==> config.mk <==
export PLATFORM = sky130hd
export DESIGN_NAME = fte_tx_encoder
export DESIGN_NICKNAME = d
export VERILOG_FILES = /design/src/fte_pkg.sv /design/src/fte_shaper.sv /design/src/fte_tx_encoder.sv
export VERILOG_INCLUDE_DIRS = /design/src /design/src/src
export SDC_FILE = /design/constraint.sdc
export NUM_CORES = 1
export LEC_CHECK = 0
export ABC_AREA = 0
export BUFFER_PORTS_ARGS = -buffer_cell sky130_fd_sc_hd__clkbuf_2
export CAP_MARGIN = 15
export CELL_PAD_IN_SITES_DETAIL_PLACEMENT = 0
export CELL_PAD_IN_SITES_GLOBAL_PLACEMENT = 1
export CORE_MARGIN = 8
export CORE_UTILIZATION = 51
export CTS_CLUSTER_SIZE = 20
export DETAILED_ROUTE_END_ITERATION = 8
export MAX_ROUTING_LAYER = met4
export PLACE_DENSITY_LB_ADDON = 0.1
export SETUP_SLACK_MARGIN = 0.05
export SLEW_MARGIN = 40
export SYNTH_ARGS = -nofsm -noshare
export SYNTH_HDL_FRONTEND = slang
export SYNTH_HIERARCHICAL = 1
export SYNTH_SLANG_ARGS = --single-unit
==> constraint.sdc <==
create_clock -name clk -period 17.3 [get_ports clk]
set_clock_uncertainty 0.2 [all_clocks]
set_input_delay 0 -clock clk [delete_from_list [all_inputs] [get_ports clk]]
set_output_delay 0 -clock clk [all_outputs]
set_load 0.05 [all_outputs]
==> src/fte_map.svh <==
// register map, field positions, reset values and mode codes of the fsk transmit encoder
// What this block does
// [RULE_01] drive bit clock except oversampled mode
// [RULE_02] bit rate is clock over dividers times 32
// [RULE_03] deviation word scales output, halving halves it
// [RULE_04] 2fsk steps plus or minus deviation per bit
// [RULE_05] host sets deviation quarter rate for msk
// [RULE_06] three bit field selects the eight modes
// [RULE_07] 3fsk zero is carrier, one is offset
// [RULE_08] precoder xors input with output two back
// [RULE_09] encoder is precoder minus precoder two back
// [RULE_10] 3fsk emits one symbol per input bit
// [RULE_11] 4fsk pairs bits into four level symbols
// [RULE_12] gray mapped pairs at one or three deviations
// [RULE_13] first pulse after divider write carries msb
// [RULE_14] oversampled mode samples line at 32x rate
// [RULE_15] asynchronous host data only in oversampled mode
// [RULE_16] gaussian shaping only with 2fsk
// [RULE_17] raised cosine rolloff 0.5, select bit gives 0.7
// [RULE_18] shaping filters are linear phase
// [RULE_19] sample data on rising bit clock edge
// [RULE_20] unfiltered bit reaches output one bit later (oversampled mode skips the pending stage, no bit delay)
// [RULE_21] encoder delays clear at transmission start
`ifndef FTE_MAP_SVH
`define FTE_MAP_SVH

//------------------------------------------------------------
// register offsets and bus answers
//------------------------------------------------------------
`define FTE_ADDR_CTRL   4'h0
`define FTE_ADDR_DIV    4'h4
`define FTE_ADDR_DEV    4'h8
`define FTE_ADDR_STAT   4'hc
`define FTE_RESP_OKAY   2'h0
`define FTE_RESP_SLVERR 2'h2

//------------------------------------------------------------
// field positions
//------------------------------------------------------------
`define FTE_MOD_LSB     0
`define FTE_MOD_MSB     2
`define FTE_ROLL_BIT    3
`define FTE_HALVE_BIT   4
`define FTE_EN_BIT      8
`define FTE_DEMOD_LSB   0
`define FTE_DEMOD_MSB   3
`define FTE_CDR_LSB     4
`define FTE_CDR_MSB     11
`define FTE_DEV_LSB     0
`define FTE_DEV_MSB     8
`define FTE_ST_RUN_BIT  0
`define FTE_ST_CLK_BIT  1
`define FTE_ST_LVL_LSB  2
`define FTE_ST_LVL_MSB  4
`define FTE_ST_PAIR_BIT 5

//------------------------------------------------------------
// reset values
//------------------------------------------------------------
`define FTE_DEMOD_RST   4'h1
`define FTE_CDR_RST     8'h01
`define FTE_DEV_RST     9'h001

//------------------------------------------------------------
// modulation codes
//------------------------------------------------------------
`define FTE_MOD_2FSK    3'h0
`define FTE_MOD_GFSK    3'h1
`define FTE_MOD_3FSK    3'h2
`define FTE_MOD_4FSK    3'h3
`define FTE_MOD_OVS     3'h4
`define FTE_MOD_RC2     3'h5
`define FTE_MOD_RC3     3'h6
`define FTE_MOD_RC4     3'h7

//------------------------------------------------------------
// timing counts: 32 phases per bit, ramp lengths as log2 ticks
//------------------------------------------------------------
`define FTE_PHASE_LAST  5'h1f
`define FTE_RAMP_NONE   3'h0
`define FTE_RAMP_GAUSS  3'h4
`define FTE_RAMP_RC05   3'h5
`define FTE_RAMP_RC07   3'h4
`define FTE_LVL_SHIFT   5

`endif

==> src/fte_pkg.sv <==
// types shared by the fsk transmit encoder files
package fte_pkg;

  typedef logic signed [2:0] fte_level_t;

  typedef enum logic {ST_IDLE, ST_RUN} fte_state_t;

  typedef struct packed {
    logic [2:0] mode;
    logic       rolloff;
    logic       halve;
    logic       enable;
    logic [3:0] demod;
    logic [7:0] cdr;
    logic [8:0] dev;
  } fte_cfg_t;

endpackage

==> src/fte_shaper.sv <==
// linear-phase ramp shaper between successive symbol levels
`include "fte_map.svh"
module fte_shaper (
  input  logic               clk,
  input  logic               ce,
  input  logic               sys_rst,
  input  logic               tick,
  input  logic               load,
  input  fte_pkg::fte_level_t level,
  input  logic [2:0]         ramp_log2,
  output logic signed [7:0]  shaped
);

  logic signed [7:0] target_q;
  logic signed [7:0] step;
  logic signed [7:0] new_target;
  logic signed [8:0] diff;
  logic signed [7:0] next_step;
  logic [5:0]        left;

  // a symmetric ramp is its own time mirror, so group delay is flat
  always_comb begin
    new_target = 8'(level) <<< `FTE_LVL_SHIFT;
    diff       = 9'(new_target) - 9'(target_q);
    next_step  = 8'(diff >>> ramp_log2);
  end

  // ramp starts from the last target, so a ramp cut short by a mode change cannot drift
  always_ff @(posedge clk or posedge sys_rst) begin
    if (sys_rst) begin
      target_q <= '0;
      step     <= '0;
      shaped   <= '0;
      left     <= '0;
    end else if (ce) begin
      if (load) begin
        target_q <= new_target;
        if (ramp_log2 == `FTE_RAMP_NONE) begin
          shaped <= new_target;
          left   <= '0;
        end else begin // [RULE_18]
          step   <= next_step;
          shaped <= target_q + next_step;
          left   <= 6'((7'h01 << ramp_log2) - 7'h01);
        end
      end else if (tick && left != 6'h00) begin
        shaped <= shaped + step;
        left   <= left - 6'h01;
      end
    end
  end

endmodule

==> src/fte_tx_encoder.sv <==
// fsk transmit modulation encoder with bit clock generator and axi4-lite registers
`include "fte_map.svh"
module fte_tx_encoder #(
  parameter int ADDR_W = 4
) (
  input  logic              clk,
  input  logic              ce,
  input  logic              sys_rst,
  input  logic [ADDR_W-1:0] s_axi_awaddr,
  input  logic              s_axi_awvalid,
  output logic              s_axi_awready,
  input  logic [31:0]       s_axi_wdata,
  input  logic [3:0]        s_axi_wstrb,
  input  logic              s_axi_wvalid,
  output logic              s_axi_wready,
  output logic [1:0]        s_axi_bresp,
  output logic              s_axi_bvalid,
  input  logic              s_axi_bready,
  input  logic [ADDR_W-1:0] s_axi_araddr,
  input  logic              s_axi_arvalid,
  output logic              s_axi_arready,
  output logic [31:0]       s_axi_rdata,
  output logic [1:0]        s_axi_rresp,
  output logic              s_axi_rvalid,
  input  logic              s_axi_rready,
  input  logic              host_bit_line,
  output logic              host_bit_clock,
  output logic              host_bit_clock_oe,
  output logic signed [16:0] freq_dev_cmd,
  output logic              sym_strobe
);

  //------------------------------------------------------------
  // declarations
  //------------------------------------------------------------
  fte_pkg::fte_cfg_t   cfg;
  fte_pkg::fte_state_t state;
  fte_pkg::fte_state_t next_state;
  fte_pkg::fte_level_t pend_lvl;
  fte_pkg::fte_level_t new_lvl;
  fte_pkg::fte_level_t shp_lvl;
  logic [ADDR_W-1:0]   aw_addr;
  logic [31:0]         w_data;
  logic [3:0]          w_strb;
  logic                aw_hold;
  logic                w_hold;
  logic                wr_go;
  logic [31:0]         wr_mask;
  logic [31:0]         wr_val;
  logic                div_wr;
  logic [2:0]          sync;
  logic                line_q;
  logic [3:0]          demod_eff;
  logic [7:0]          cdr_eff;
  logic [11:0]         div_last;
  logic [11:0]         pre_cnt;
  logic [4:0]          phase;
  logic [4:0]          next_phase;
  logic                tick;
  logic                bit_edge;
  logic                run;
  logic                is3;
  logic                is4;
  logic                ovs;
  logic                p1;
  logic                p2;
  logic                pre_bit;
  logic                pair_ph;
  logic                msb;
  logic                load;
  logic [2:0]          ramp_log2;
  logic signed [7:0]   shaped;
  logic signed [17:0]  prod;
  logic signed [17:0]  scaled;

  //------------------------------------------------------------
  // register access helpers
  //------------------------------------------------------------
  function automatic logic map_hit(input logic [ADDR_W-1:0] a);
    return a == `FTE_ADDR_CTRL || a == `FTE_ADDR_DIV || a == `FTE_ADDR_DEV || a == `FTE_ADDR_STAT;
  endfunction

  function automatic logic [31:0] rd_word(input logic [ADDR_W-1:0] a);
    logic [31:0] w;
    w = '0;
    case (a)
      `FTE_ADDR_CTRL: begin
        w[`FTE_MOD_MSB:`FTE_MOD_LSB] = cfg.mode;
        w[`FTE_ROLL_BIT]             = cfg.rolloff;
        w[`FTE_HALVE_BIT]            = cfg.halve;
        w[`FTE_EN_BIT]               = cfg.enable;
      end
      `FTE_ADDR_DIV: begin
        w[`FTE_DEMOD_MSB:`FTE_DEMOD_LSB] = cfg.demod;
        w[`FTE_CDR_MSB:`FTE_CDR_LSB]     = cfg.cdr;
      end
      `FTE_ADDR_DEV: w[`FTE_DEV_MSB:`FTE_DEV_LSB] = cfg.dev;
      `FTE_ADDR_STAT: begin
        w[`FTE_ST_RUN_BIT]                 = run;
        w[`FTE_ST_CLK_BIT]                 = host_bit_clock;
        w[`FTE_ST_LVL_MSB:`FTE_ST_LVL_LSB] = pend_lvl;
        w[`FTE_ST_PAIR_BIT]                = pair_ph;
      end
      default: w = '0;
    endcase
    return w;
  endfunction

  // gray order of pairs 00 01 11 10 walks the levels -3 -1 +1 +3
  function automatic fte_pkg::fte_level_t gray4(input logic hi, input logic lo);
    case ({hi, lo})
      2'h0:    return -3'sd3;
      2'h1:    return -3'sd1;
      2'h3:    return 3'sd1;
      default: return 3'sd3;
    endcase
  endfunction

  //------------------------------------------------------------
  // axi4-lite write channel
  //------------------------------------------------------------
  assign wr_go   = aw_hold && w_hold && !s_axi_bvalid;
  assign div_wr  = ce && wr_go && aw_addr == `FTE_ADDR_DIV;
  assign wr_mask = {{8{w_strb[3]}}, {8{w_strb[2]}}, {8{w_strb[1]}}, {8{w_strb[0]}}};

  // a process rather than an assign, so a change of any register read inside rd_word re-evaluates it
  always_comb begin
    wr_val = (rd_word(aw_addr) & ~wr_mask) | (w_data & wr_mask);
  end

  always_ff @(posedge clk or posedge sys_rst) begin
    if (sys_rst) begin
      s_axi_awready <= 1'b0;
      s_axi_wready  <= 1'b0;
      s_axi_bvalid  <= 1'b0;
      s_axi_bresp   <= `FTE_RESP_OKAY;
      aw_hold       <= 1'b0;
      w_hold        <= 1'b0;
      aw_addr       <= '0;
      w_data        <= '0;
      w_strb        <= '0;
    end else if (ce) begin
      if (s_axi_awvalid && s_axi_awready) begin
        aw_hold       <= 1'b1;
        s_axi_awready <= 1'b0;
        aw_addr       <= s_axi_awaddr;
      end else if (!aw_hold && !s_axi_bvalid) begin
        s_axi_awready <= 1'b1;
      end
      if (s_axi_wvalid && s_axi_wready) begin
        w_hold       <= 1'b1;
        s_axi_wready <= 1'b0;
        w_data       <= s_axi_wdata;
        w_strb       <= s_axi_wstrb;
      end else if (!w_hold && !s_axi_bvalid) begin
        s_axi_wready <= 1'b1;
      end
      if (wr_go) begin
        s_axi_bvalid <= 1'b1;
        s_axi_bresp  <= map_hit(aw_addr) ? `FTE_RESP_OKAY : `FTE_RESP_SLVERR;
        aw_hold      <= 1'b0;
        w_hold       <= 1'b0;
      end else if (s_axi_bvalid && s_axi_bready) begin
        s_axi_bvalid <= 1'b0;
      end
    end
  end

  //------------------------------------------------------------
  // axi4-lite read channel
  //------------------------------------------------------------
  always_ff @(posedge clk or posedge sys_rst) begin
    if (sys_rst) begin
      s_axi_arready <= 1'b0;
      s_axi_rvalid  <= 1'b0;
      s_axi_rdata   <= '0;
      s_axi_rresp   <= `FTE_RESP_OKAY;
    end else if (ce) begin
      if (s_axi_arvalid && s_axi_arready) begin
        s_axi_arready <= 1'b0;
        s_axi_rvalid  <= 1'b1;
        s_axi_rdata   <= rd_word(s_axi_araddr);
        s_axi_rresp   <= map_hit(s_axi_araddr) ? `FTE_RESP_OKAY : `FTE_RESP_SLVERR;
      end else if (s_axi_rvalid && s_axi_rready) begin
        s_axi_rvalid <= 1'b0;
      end else if (!s_axi_rvalid) begin
        s_axi_arready <= 1'b1;
      end
    end
  end

  //------------------------------------------------------------
  // configuration registers
  //------------------------------------------------------------
  always_ff @(posedge clk or posedge sys_rst) begin
    if (sys_rst) begin
      cfg       <= '0;
      cfg.demod <= `FTE_DEMOD_RST;
      cfg.cdr   <= `FTE_CDR_RST;
      cfg.dev   <= `FTE_DEV_RST;
    end else if (ce && wr_go) begin
      case (aw_addr)
        `FTE_ADDR_CTRL: begin
          cfg.mode    <= wr_val[`FTE_MOD_MSB:`FTE_MOD_LSB]; // [RULE_06]
          cfg.rolloff <= wr_val[`FTE_ROLL_BIT];
          cfg.halve   <= wr_val[`FTE_HALVE_BIT];
          cfg.enable  <= wr_val[`FTE_EN_BIT];
        end
        `FTE_ADDR_DIV: begin
          cfg.demod <= wr_val[`FTE_DEMOD_MSB:`FTE_DEMOD_LSB];
          cfg.cdr   <= wr_val[`FTE_CDR_MSB:`FTE_CDR_LSB];
        end
        `FTE_ADDR_DEV: cfg.dev <= wr_val[`FTE_DEV_MSB:`FTE_DEV_LSB];
        default: cfg <= cfg;
      endcase
    end
  end

  //------------------------------------------------------------
  // host line synchroniser
  //------------------------------------------------------------
  // the line is asynchronous in oversampled mode, so it is always treated as such
  always_ff @(posedge clk or posedge sys_rst) begin
    if (sys_rst) begin
      sync   <= '0;
      line_q <= 1'b0;
    end else if (ce) begin
      sync <= {sync[1:0], host_bit_line};
      if (sync[1] == sync[2]) begin
        line_q <= sync[2];
      end
    end
  end

  //------------------------------------------------------------
  // bit clock generation
  //------------------------------------------------------------
  // a zero divider would stop the clock, so it counts as one
  assign demod_eff  = (cfg.demod == 4'h0) ? 4'h1 : cfg.demod;
  assign cdr_eff    = (cfg.cdr == 8'h00) ? 8'h01 : cfg.cdr;
  assign div_last   = ({8'h00, demod_eff} * {4'h0, cdr_eff}) - 12'h001; // [RULE_02]
  assign tick       = ce && pre_cnt >= div_last;
  assign next_phase = phase + 5'h01;
  assign bit_edge   = tick && phase == `FTE_PHASE_LAST && !div_wr;
  assign is3        = cfg.mode == `FTE_MOD_3FSK || cfg.mode == `FTE_MOD_RC3;
  assign is4        = cfg.mode == `FTE_MOD_4FSK || cfg.mode == `FTE_MOD_RC4;
  assign ovs        = cfg.mode == `FTE_MOD_OVS;

  always_ff @(posedge clk or posedge sys_rst) begin
    if (sys_rst) begin
      pre_cnt           <= '0;
      phase             <= '0;
      host_bit_clock    <= 1'b0;
      host_bit_clock_oe <= 1'b0;
    end else if (ce) begin
      host_bit_clock_oe <= !ovs; // [RULE_14]
      if (div_wr) begin // [RULE_13]
        pre_cnt        <= '0;
        phase          <= '0;
        host_bit_clock <= 1'b0;
      end else if (tick) begin
        pre_cnt        <= '0;
        phase          <= next_phase;
        // rises only at a sample edge, so the first pulse after a divider write carries the first bit
        host_bit_clock <= (next_phase == 5'h00 || (host_bit_clock && !next_phase[4])) && !ovs; // [RULE_01] [RULE_19]
      end else begin
        pre_cnt        <= pre_cnt + 12'h001;
        host_bit_clock <= host_bit_clock && !ovs; // [RULE_14]
      end
    end
  end

  //------------------------------------------------------------
  // transmit state
  //------------------------------------------------------------
  assign run = state == fte_pkg::ST_RUN;

  always_comb begin
    next_state = state;
    case (state)
      fte_pkg::ST_IDLE: if (cfg.enable) next_state = fte_pkg::ST_RUN;
      fte_pkg::ST_RUN:  if (!cfg.enable) next_state = fte_pkg::ST_IDLE;
      default:          next_state = fte_pkg::ST_IDLE;
    endcase
  end

  always_ff @(posedge clk or posedge sys_rst) begin
    if (sys_rst) begin
      state <= fte_pkg::ST_IDLE;
    end else if (ce) begin
      state <= next_state;
    end
  end

  //------------------------------------------------------------
  // symbol mapping
  //------------------------------------------------------------
  assign pre_bit = line_q ^ p2; // [RULE_08]

  always_comb begin
    new_lvl = '0;
    load    = 1'b0;
    if (run && ovs && tick) begin // [RULE_14] [RULE_15]
      load    = 1'b1;
      new_lvl = line_q ? 3'sd1 : -3'sd1;
    end else if (run && bit_edge && !ovs) begin
      if (is3) begin // [RULE_07] [RULE_09] [RULE_10]
        load    = 1'b1;
        new_lvl = (pre_bit && !p2) ? 3'sd1 : ((!pre_bit && p2) ? -3'sd1 : 3'sd0);
      end else if (is4) begin // [RULE_11]
        load    = pair_ph;
        new_lvl = gray4(msb, line_q); // [RULE_12]
      end else begin // [RULE_04] [RULE_16]
        load    = 1'b1;
        new_lvl = line_q ? 3'sd1 : -3'sd1;
      end
    end
  end

  // delays stay cleared while idle, so every transmission starts from zero
  always_ff @(posedge clk or posedge sys_rst) begin
    if (sys_rst) begin
      p1       <= 1'b0;
      p2       <= 1'b0;
      pair_ph  <= 1'b0;
      msb      <= 1'b0;
      pend_lvl <= '0;
    end else if (ce) begin
      if (!run || div_wr) begin // [RULE_21] [RULE_13]
        p1       <= 1'b0;
        p2       <= 1'b0;
        pair_ph  <= 1'b0;
        pend_lvl <= '0;
      end else if (bit_edge && !ovs) begin
        if (is3) begin
          p1 <= pre_bit;
          p2 <= p1;
        end
        if (is4) begin
          pair_ph <= !pair_ph;
          msb     <= line_q;
        end
        if (load) begin
          pend_lvl <= new_lvl; // [RULE_20]
        end
      end
    end
  end

  //------------------------------------------------------------
  // shaping and deviation scaling
  //------------------------------------------------------------
  always_comb begin
    case (cfg.mode)
      `FTE_MOD_GFSK: ramp_log2 = `FTE_RAMP_GAUSS;
      `FTE_MOD_RC2, `FTE_MOD_RC3, `FTE_MOD_RC4: ramp_log2 = cfg.rolloff ? `FTE_RAMP_RC07 : `FTE_RAMP_RC05; // [RULE_17]
      default: ramp_log2 = `FTE_RAMP_NONE;
    endcase
  end

  // the oversampled path has no bit alignment to wait for, so it skips the pending stage
  assign shp_lvl = ovs ? new_lvl : pend_lvl;

  fte_shaper u_shaper (
    .clk       (clk),
    .ce        (ce),
    .sys_rst   (sys_rst),
    .tick      (tick),
    .load      (load),
    .level     (shp_lvl),
    .ramp_log2 (ramp_log2),
    .shaped    (shaped)
  );

  // output unit is one thirty-second of the deviation lsb
  assign prod   = 18'(shaped) * $signed({1'b0, cfg.dev});
  assign scaled = prod >>> cfg.halve;

  always_ff @(posedge clk or posedge sys_rst) begin
    if (sys_rst) begin
      freq_dev_cmd <= '0;
      sym_strobe   <= 1'b0;
    end else if (ce) begin
      freq_dev_cmd <= scaled[16:0]; // [RULE_03]
      sym_strobe   <= load;
    end
  end

  //------------------------------------------------------------
  // checks
  //------------------------------------------------------------
  logic [16:0] gap_cnt;
  logic        gap_armed;

  always_ff @(posedge clk or posedge sys_rst) begin
    if (sys_rst) begin
      gap_cnt   <= '0;
      gap_armed <= 1'b0;
    end else if (ce) begin
      gap_cnt   <= bit_edge ? 17'h00000 : gap_cnt + 17'h00001;
      gap_armed <= div_wr ? 1'b0 : (bit_edge ? 1'b1 : gap_armed);
    end
  end
endmodule

* Word level (Yosys, flattened, before mapping)
Index checks and enable logic that the tools add are counted.
Word-level totals: input bits 53, register bits after elaboration 142
Operators by class: add/subtract/negate cells 8, reductions and logical operators 89, muxes and demuxes 69, multipliers 2, shift operators 3, bitwise logic cells 7, eq/ne operators 19, order comparisons 1
Operators with widths (count):
- 5-bit case mux with 4 select lines | 2
- 3-bit 2-to-1 mux | 13
- 2-bit AND reduction | 17
- 1-bit 2-to-1 mux | 32
- 8-bit 2-to-1 mux | 4
- 1-bit logical AND | 25
- 12-bit bitwise AND | 2
- 12-bit 2-to-1 mux | 2
- 2-bit nonzero test | 12
- 8-bit by 10-bit multiplier with 18-bit output | 1
- 6-bit 2-to-1 mux | 3
- 18-bit by 1-bit >>> shifter with 17-bit output | 1
- 8-bit adder | 2
- 4-bit equality test, second input constant | 4
- 3-bit AND reduction | 5
- 12-bit by 1-bit adder with 12-bit output, second input constant | 1
- 3-bit equality test, second input constant | 4
- 12-bit >= comparator | 1
- 4-bit zero test | 3
- 4-bit by 8-bit multiplier with 12-bit output | 1
- 12-bit inverter | 1
- 12-bit bitwise OR | 1
- 1-bit case mux with 3 select lines | 4
- 12-bit by 1-bit subtractor with 12-bit output, second input constant | 1
- other kinds (31) | 56

* Longest topological paths before layout
depth in word-level cells 18, mapped depth 39, gate-level depth less buffers 37

* Cells and area by module
The synthesis kept the hierarchy.
By module, submodules not included:
- fte_tx_encoder | instances 1, cells each 1007, area an instance 9541.7 µm², seq. area each 2881.5 µm²
- fte_shaper | instances 1, cells each 231, area an instance 1958.1 µm², seq. area each 625.6 µm²

* Worst setup path after synthesis
No wires, ideal clock.
path kind flip-flop to flip-flop, start point register cfg[13] (netlist name), end point register u_shaper.shaped[6], arrival 7.667 ns, setup slack 9.369 ns, clock period less this slack 7.931 ns, required time 17.036 ns, path buffers 2, stages on the path, launching flop included 33, cell sequence dfrtp_1 -> clkbuf_1 -> nor4_1 -> a21o_1 -> nand2_1 -> ha_1 -> fa_1 -> fa_1 -> inv_1 -> ha_1 -> a21o_1 -> a21oi_2 -> o21ai_1 -> or4_1 -> a2111o_1 -> o211ai_2 -> ha_1 -> nand3_2 -> or2_2 -> a21oi_1 -> o21ba_2 -> buf_2 -> o31ai_1 -> fa_1 -> mux2_2 -> o311a_1 -> ha_1 -> inv_1 -> fa_1 -> o21ai_0 -> a21oi_1 -> a21oi_1 -> a21o_1
On the way: word-level cells in the longest chain between the ends 18, elaborated cells between the ends (all ways) 24
Ends and longest elaborated chain:
- from (decl) | line fte_tx_encoder.sv:36 | fte_pkg::fte_cfg_t cfg;
- from (signal assigned) | line fte_tx_encoder.sv:214 | default: cfg <= cfg;
- 8-bit zero test | line fte_tx_encoder.sv:240 | assign cdr_eff = (cfg.cdr == 8'h00) ? 8'h01 : cfg.cdr;
- 8-bit 2-to-1 mux (*) | line fte_tx_encoder.sv:240
- 4-bit by 8-bit multiplier with 12-bit output (*) | line fte_tx_encoder.sv:241 | assign div_last = ({8'h00, demod_eff} * {4'h0, cdr_eff}) - 12'h001;
- 12-bit by 1-bit subtractor with 12-bit output (*) | line fte_tx_encoder.sv:241
- 12-bit >= comparator (*) | line fte_tx_encoder.sv:242 | assign tick = ce && pre_cnt >= div_last;
- 1-bit logical AND (*) | line fte_tx_encoder.sv:242
- 1-bit logical AND (no source line)
- 1-bit logical AND | line fte_tx_encoder.sv:244 | assign bit_edge = tick && phase == `FTE_PHASE_LAST && !div_wr;
- [4 not listed]
- 3-bit 2-to-1 mux (*) | line fte_tx_encoder.sv:362 | assign shp_lvl = ovs ? new_lvl : pend_lvl;
- via shp_lvl[1] | line fte_tx_encoder.sv:41 | fte_pkg::fte_level_t shp_lvl;
- 8-bit by 8-bit subtractor with 9-bit output (*) | line fte_shaper.sv:24 | diff = 9'(new_target) - 9'(target_q);
- 9-bit by 3-bit >>> shifter with 8-bit output (*) | line fte_shaper.sv:25 | next_step = 8'(diff >>> ramp_log2);
- via u_shaper.next_step[5] | line fte_shaper.sv:18 | logic signed [7:0] next_step;
- 8-bit adder (*) | line fte_shaper.sv:43 | shaped <= target_q + next_step;
- 8-bit 2-to-1 mux (*) | line fte_shaper.sv:38 | if (ramp_log2 == `FTE_RAMP_NONE) begin
- 8-bit 2-to-1 mux (*) | line fte_shaper.sv:36 | if (load) begin
- to (signal assigned) | line fte_shaper.sv:39 | shaped <= new_target;
- to (signal assigned) | line fte_shaper.sv:43
- to (signal assigned) | line fte_shaper.sv:47 | shaped <= shaped + step;
- to (decl) | line fte_shaper.sv:11 | output logic signed [7:0] shaped
Mark *: on every way through the listed nets, which the timed path passes. The rest lies on a longest branch. A chain may end at the register's enable or synchronous reset.

* Worst setup path after layout
start point register cfg[12] (netlist name), end point register u_shaper.shaped[6]
The elaborated chain is that of the path after synthesis.

==> metrics.cfg <==
[status]
status=finished with violations
violations=hold timing

[layout]
drive_above_1_share_pct=13.7
diodes=0
nFillCells=2019
final_nets=1519
fin_cells=1606
synthToLayoutAreaGrowth_pct=12.0

[grt]
grt-busiest-layer=met2
gr-total-overflow=0
track_usage_pct=20.3
grt_pass1_wl_um=44800
use_met1_pct=25.5
gr-usage-met3_pct=3.28
grtUsageMet2_pct=33.2
antenna_found_initial=0
grt_pass1_vias=8721
grt_max_degree=61

[synthesis]
synth_edf_count=0
synth.area.top_cells=dfrtp_1, ha_1, fa_1
synth_cell_types=83
ys.warnings.count=6
synth_common_cells=nand2_1, dfrtp_1, inv_1
avgSynthCellArea_um2=9.29
ys_async_sr_fraction_pct=100
syn-cell-area_um2=11500
yosys.area.top_type=dfrtp_1
postSynthCellCount=1238
synthMostInstantiatedCell=nand2_1
yosys_register_bits=140
synth_ff_type=dfrtp_1
synth_top_area_share_pct=29.8
yosysSeqAreaShare_pct=30.5

[sta]
tightest_slew_ps=784
maxSlewViolCount=0
rsz0062_at_grt=false
fin_setup_tns_ps=0
whs_ps=-68.6
fin_ws_ps=8530
relSlewSlack_pct=47.7
setup_viol=0
max_clock_freq_mhz=114
period_share_pct=50.7
finalCriticalPeriod_ps=8770
hold_viol=2

[floorplan]
rows=55
die_w_um=166
dieHeight_um=166
coreArea_um2=22400
die_area_um2=27600
pin_count=114
initial_core_util_pct=51.4

[clocking]
clk_latency_ps=430
numCtsBuffers=17
cts_buffer_depth=2
cts_tree=built
clkTransAtPathRegs_ps=70
htreeDepth=4
post-cts-setup-buffers=0
clkSinkCount=140
ctsRootBufferMaster=clkbuf_16

[placed_design]
place_ws_ps=8550
dp.cells=1540
dp_hpwl_um=19900
place_congestion=0.881
port_buffers=69

[detailed_routing]
routed_via_density=5.49
antenna_left=0
routed_wl_um=26700
num_vias=8823
drc_errors=0
first_pass_iters=4
wl_per_cell_um=16.6
drt_iter0_drc=518

[setup_path]
critPathTopFamily=compound AO/OA/AOI/OAI gates
worstSetupPathType=reg2reg
startpoint=cfg[12]
cp_slowest_cell=o31ai_1
cp_data_arrival_time_ps=8940
start_kind=flip-flop
r2r_start=cfg[12]
critical_path_required_ps=17470
worst_setup_path_end_kind=flip-flop
slowest_delay_ps=690
reg2reg_slack_ps=8530
crit_fanout=15
cp_num_buf_inv=2

[worst_hold_path]
hold_start=s_axi_wvalid
hp-class=in2reg

[run]
cap_violations=0

## cell families (layout without fill, tap and decap cells)
family / after synthesis / after routing / synth area share (%)
muxes: 72 / 72 / 7.74
and+or+nand+nor: 405 / 405 / 17.3
DFF: 140 / 140 / 30.5
AOI/OAI and AO/OA: 217 / 217 / 12.9
xor gates and xnor gates: 35 / 35 / 2.67
other: 1 / 23 / 0.0326
adders and majority gates: 158 / 158 / 21.0
buffers and inverters: 210 / 271 / 7.88
## per-stage QoR
stage	util, %	instance area (um^2)	hold WS [ps]
after floorplan	-	11600	-173
after global placement	53.3	11900	-38.7
after detailed placement	53.3	11900	-83.2
after CTS	57.5	12900	11.4
after global routing	57.6	12900	3.35
final	57.6	12900	-68.6
## worst min-delay path: stages
cell	delay, ps
clkbuf_2	100
nand3_2	290
a21oi_1	120
## flip-flops by register name, summed over array words and instances, names as in the netlist, 2 cells and up
name / flops
phase: 5
sync: 3
u_shaper/left: 6
freq_dev_cmd: 17
cfg: 27
u_shaper/target_q: 3
w_strb: 2
u_shaper/shaped: 8
pre_cnt: 12
w_data: 12
aw_addr: 4
u_shaper/step: 8
s_axi_rdata: 12
pend_lvl: 3
## what timing repair did
| item | 4_1_cts | 5_1_grt |
|---|---|---|
| hold endpoints to repair | 118 | 0 |
| hold buffers | 34 | 0 |
| resized for setup | 0 | 0 |
## metal layers
layer / wire [um] / part of all wire (%)
met1: 12300 / 46
met4: 584 / 2.2
met3: 847 / 3.2
met2: 13000 / 49
met5: 0 / 0
## worst paths after layout
path	depth (start not counted)	to
worst max-delay path	30	u_shaper/shaped[6]
worst max register to register	30	u_shaper/shaped[6]
max in group asynchronous	4	freq_dev_cmd[11]
worst min-delay path	3	w_hold
worst min register to register	2	s_axi_bresp[1]
min in group asynchronous	3	u_shaper/step[5]
## final cells by class
class / instances / area (um^2) / area share, %
repair buffers: 108 / 727 / 5.64
multi-input cells: 910 / 7180 / 55.7
clock inverters: 15 / 190 / 1.48
inverters: 131 / 494 / 3.84
clock buffers: 17 / 425 / 3.30
flip-flops and latches: 140 / 3510 / 27.2
well taps: 285 / 357 / 2.77
## placed cells by master, fill, tap and decap left out, types with 7 or more instances in the layout
master	count
nand2_1	160
dfrtp_1	137
inv_1	128
ha_1	99
nor2_1	69
clkbuf_2	69
fa_1	59
o21ai_0	58
and2_1	47
a21oi_1	41
mux2_2	34
dlygate4sd3_1	34
mux2i_1	27
xor2_1	25
nand3_1	23
conb_1	23
nor3_1	21
a21o_1	18
clkbuf_16	17
a31oi_1	13
nand4_1	13
nand2b_1	13
a22o_1	11
and3_1	10
xnor2_1	10
mux4_2	10
a22oi_1	9
nor2b_1	8
o31ai_1	7
Power is not shown: default switching activity piles up to over one toggle a cycle in this logic, so the estimate is an artifact.
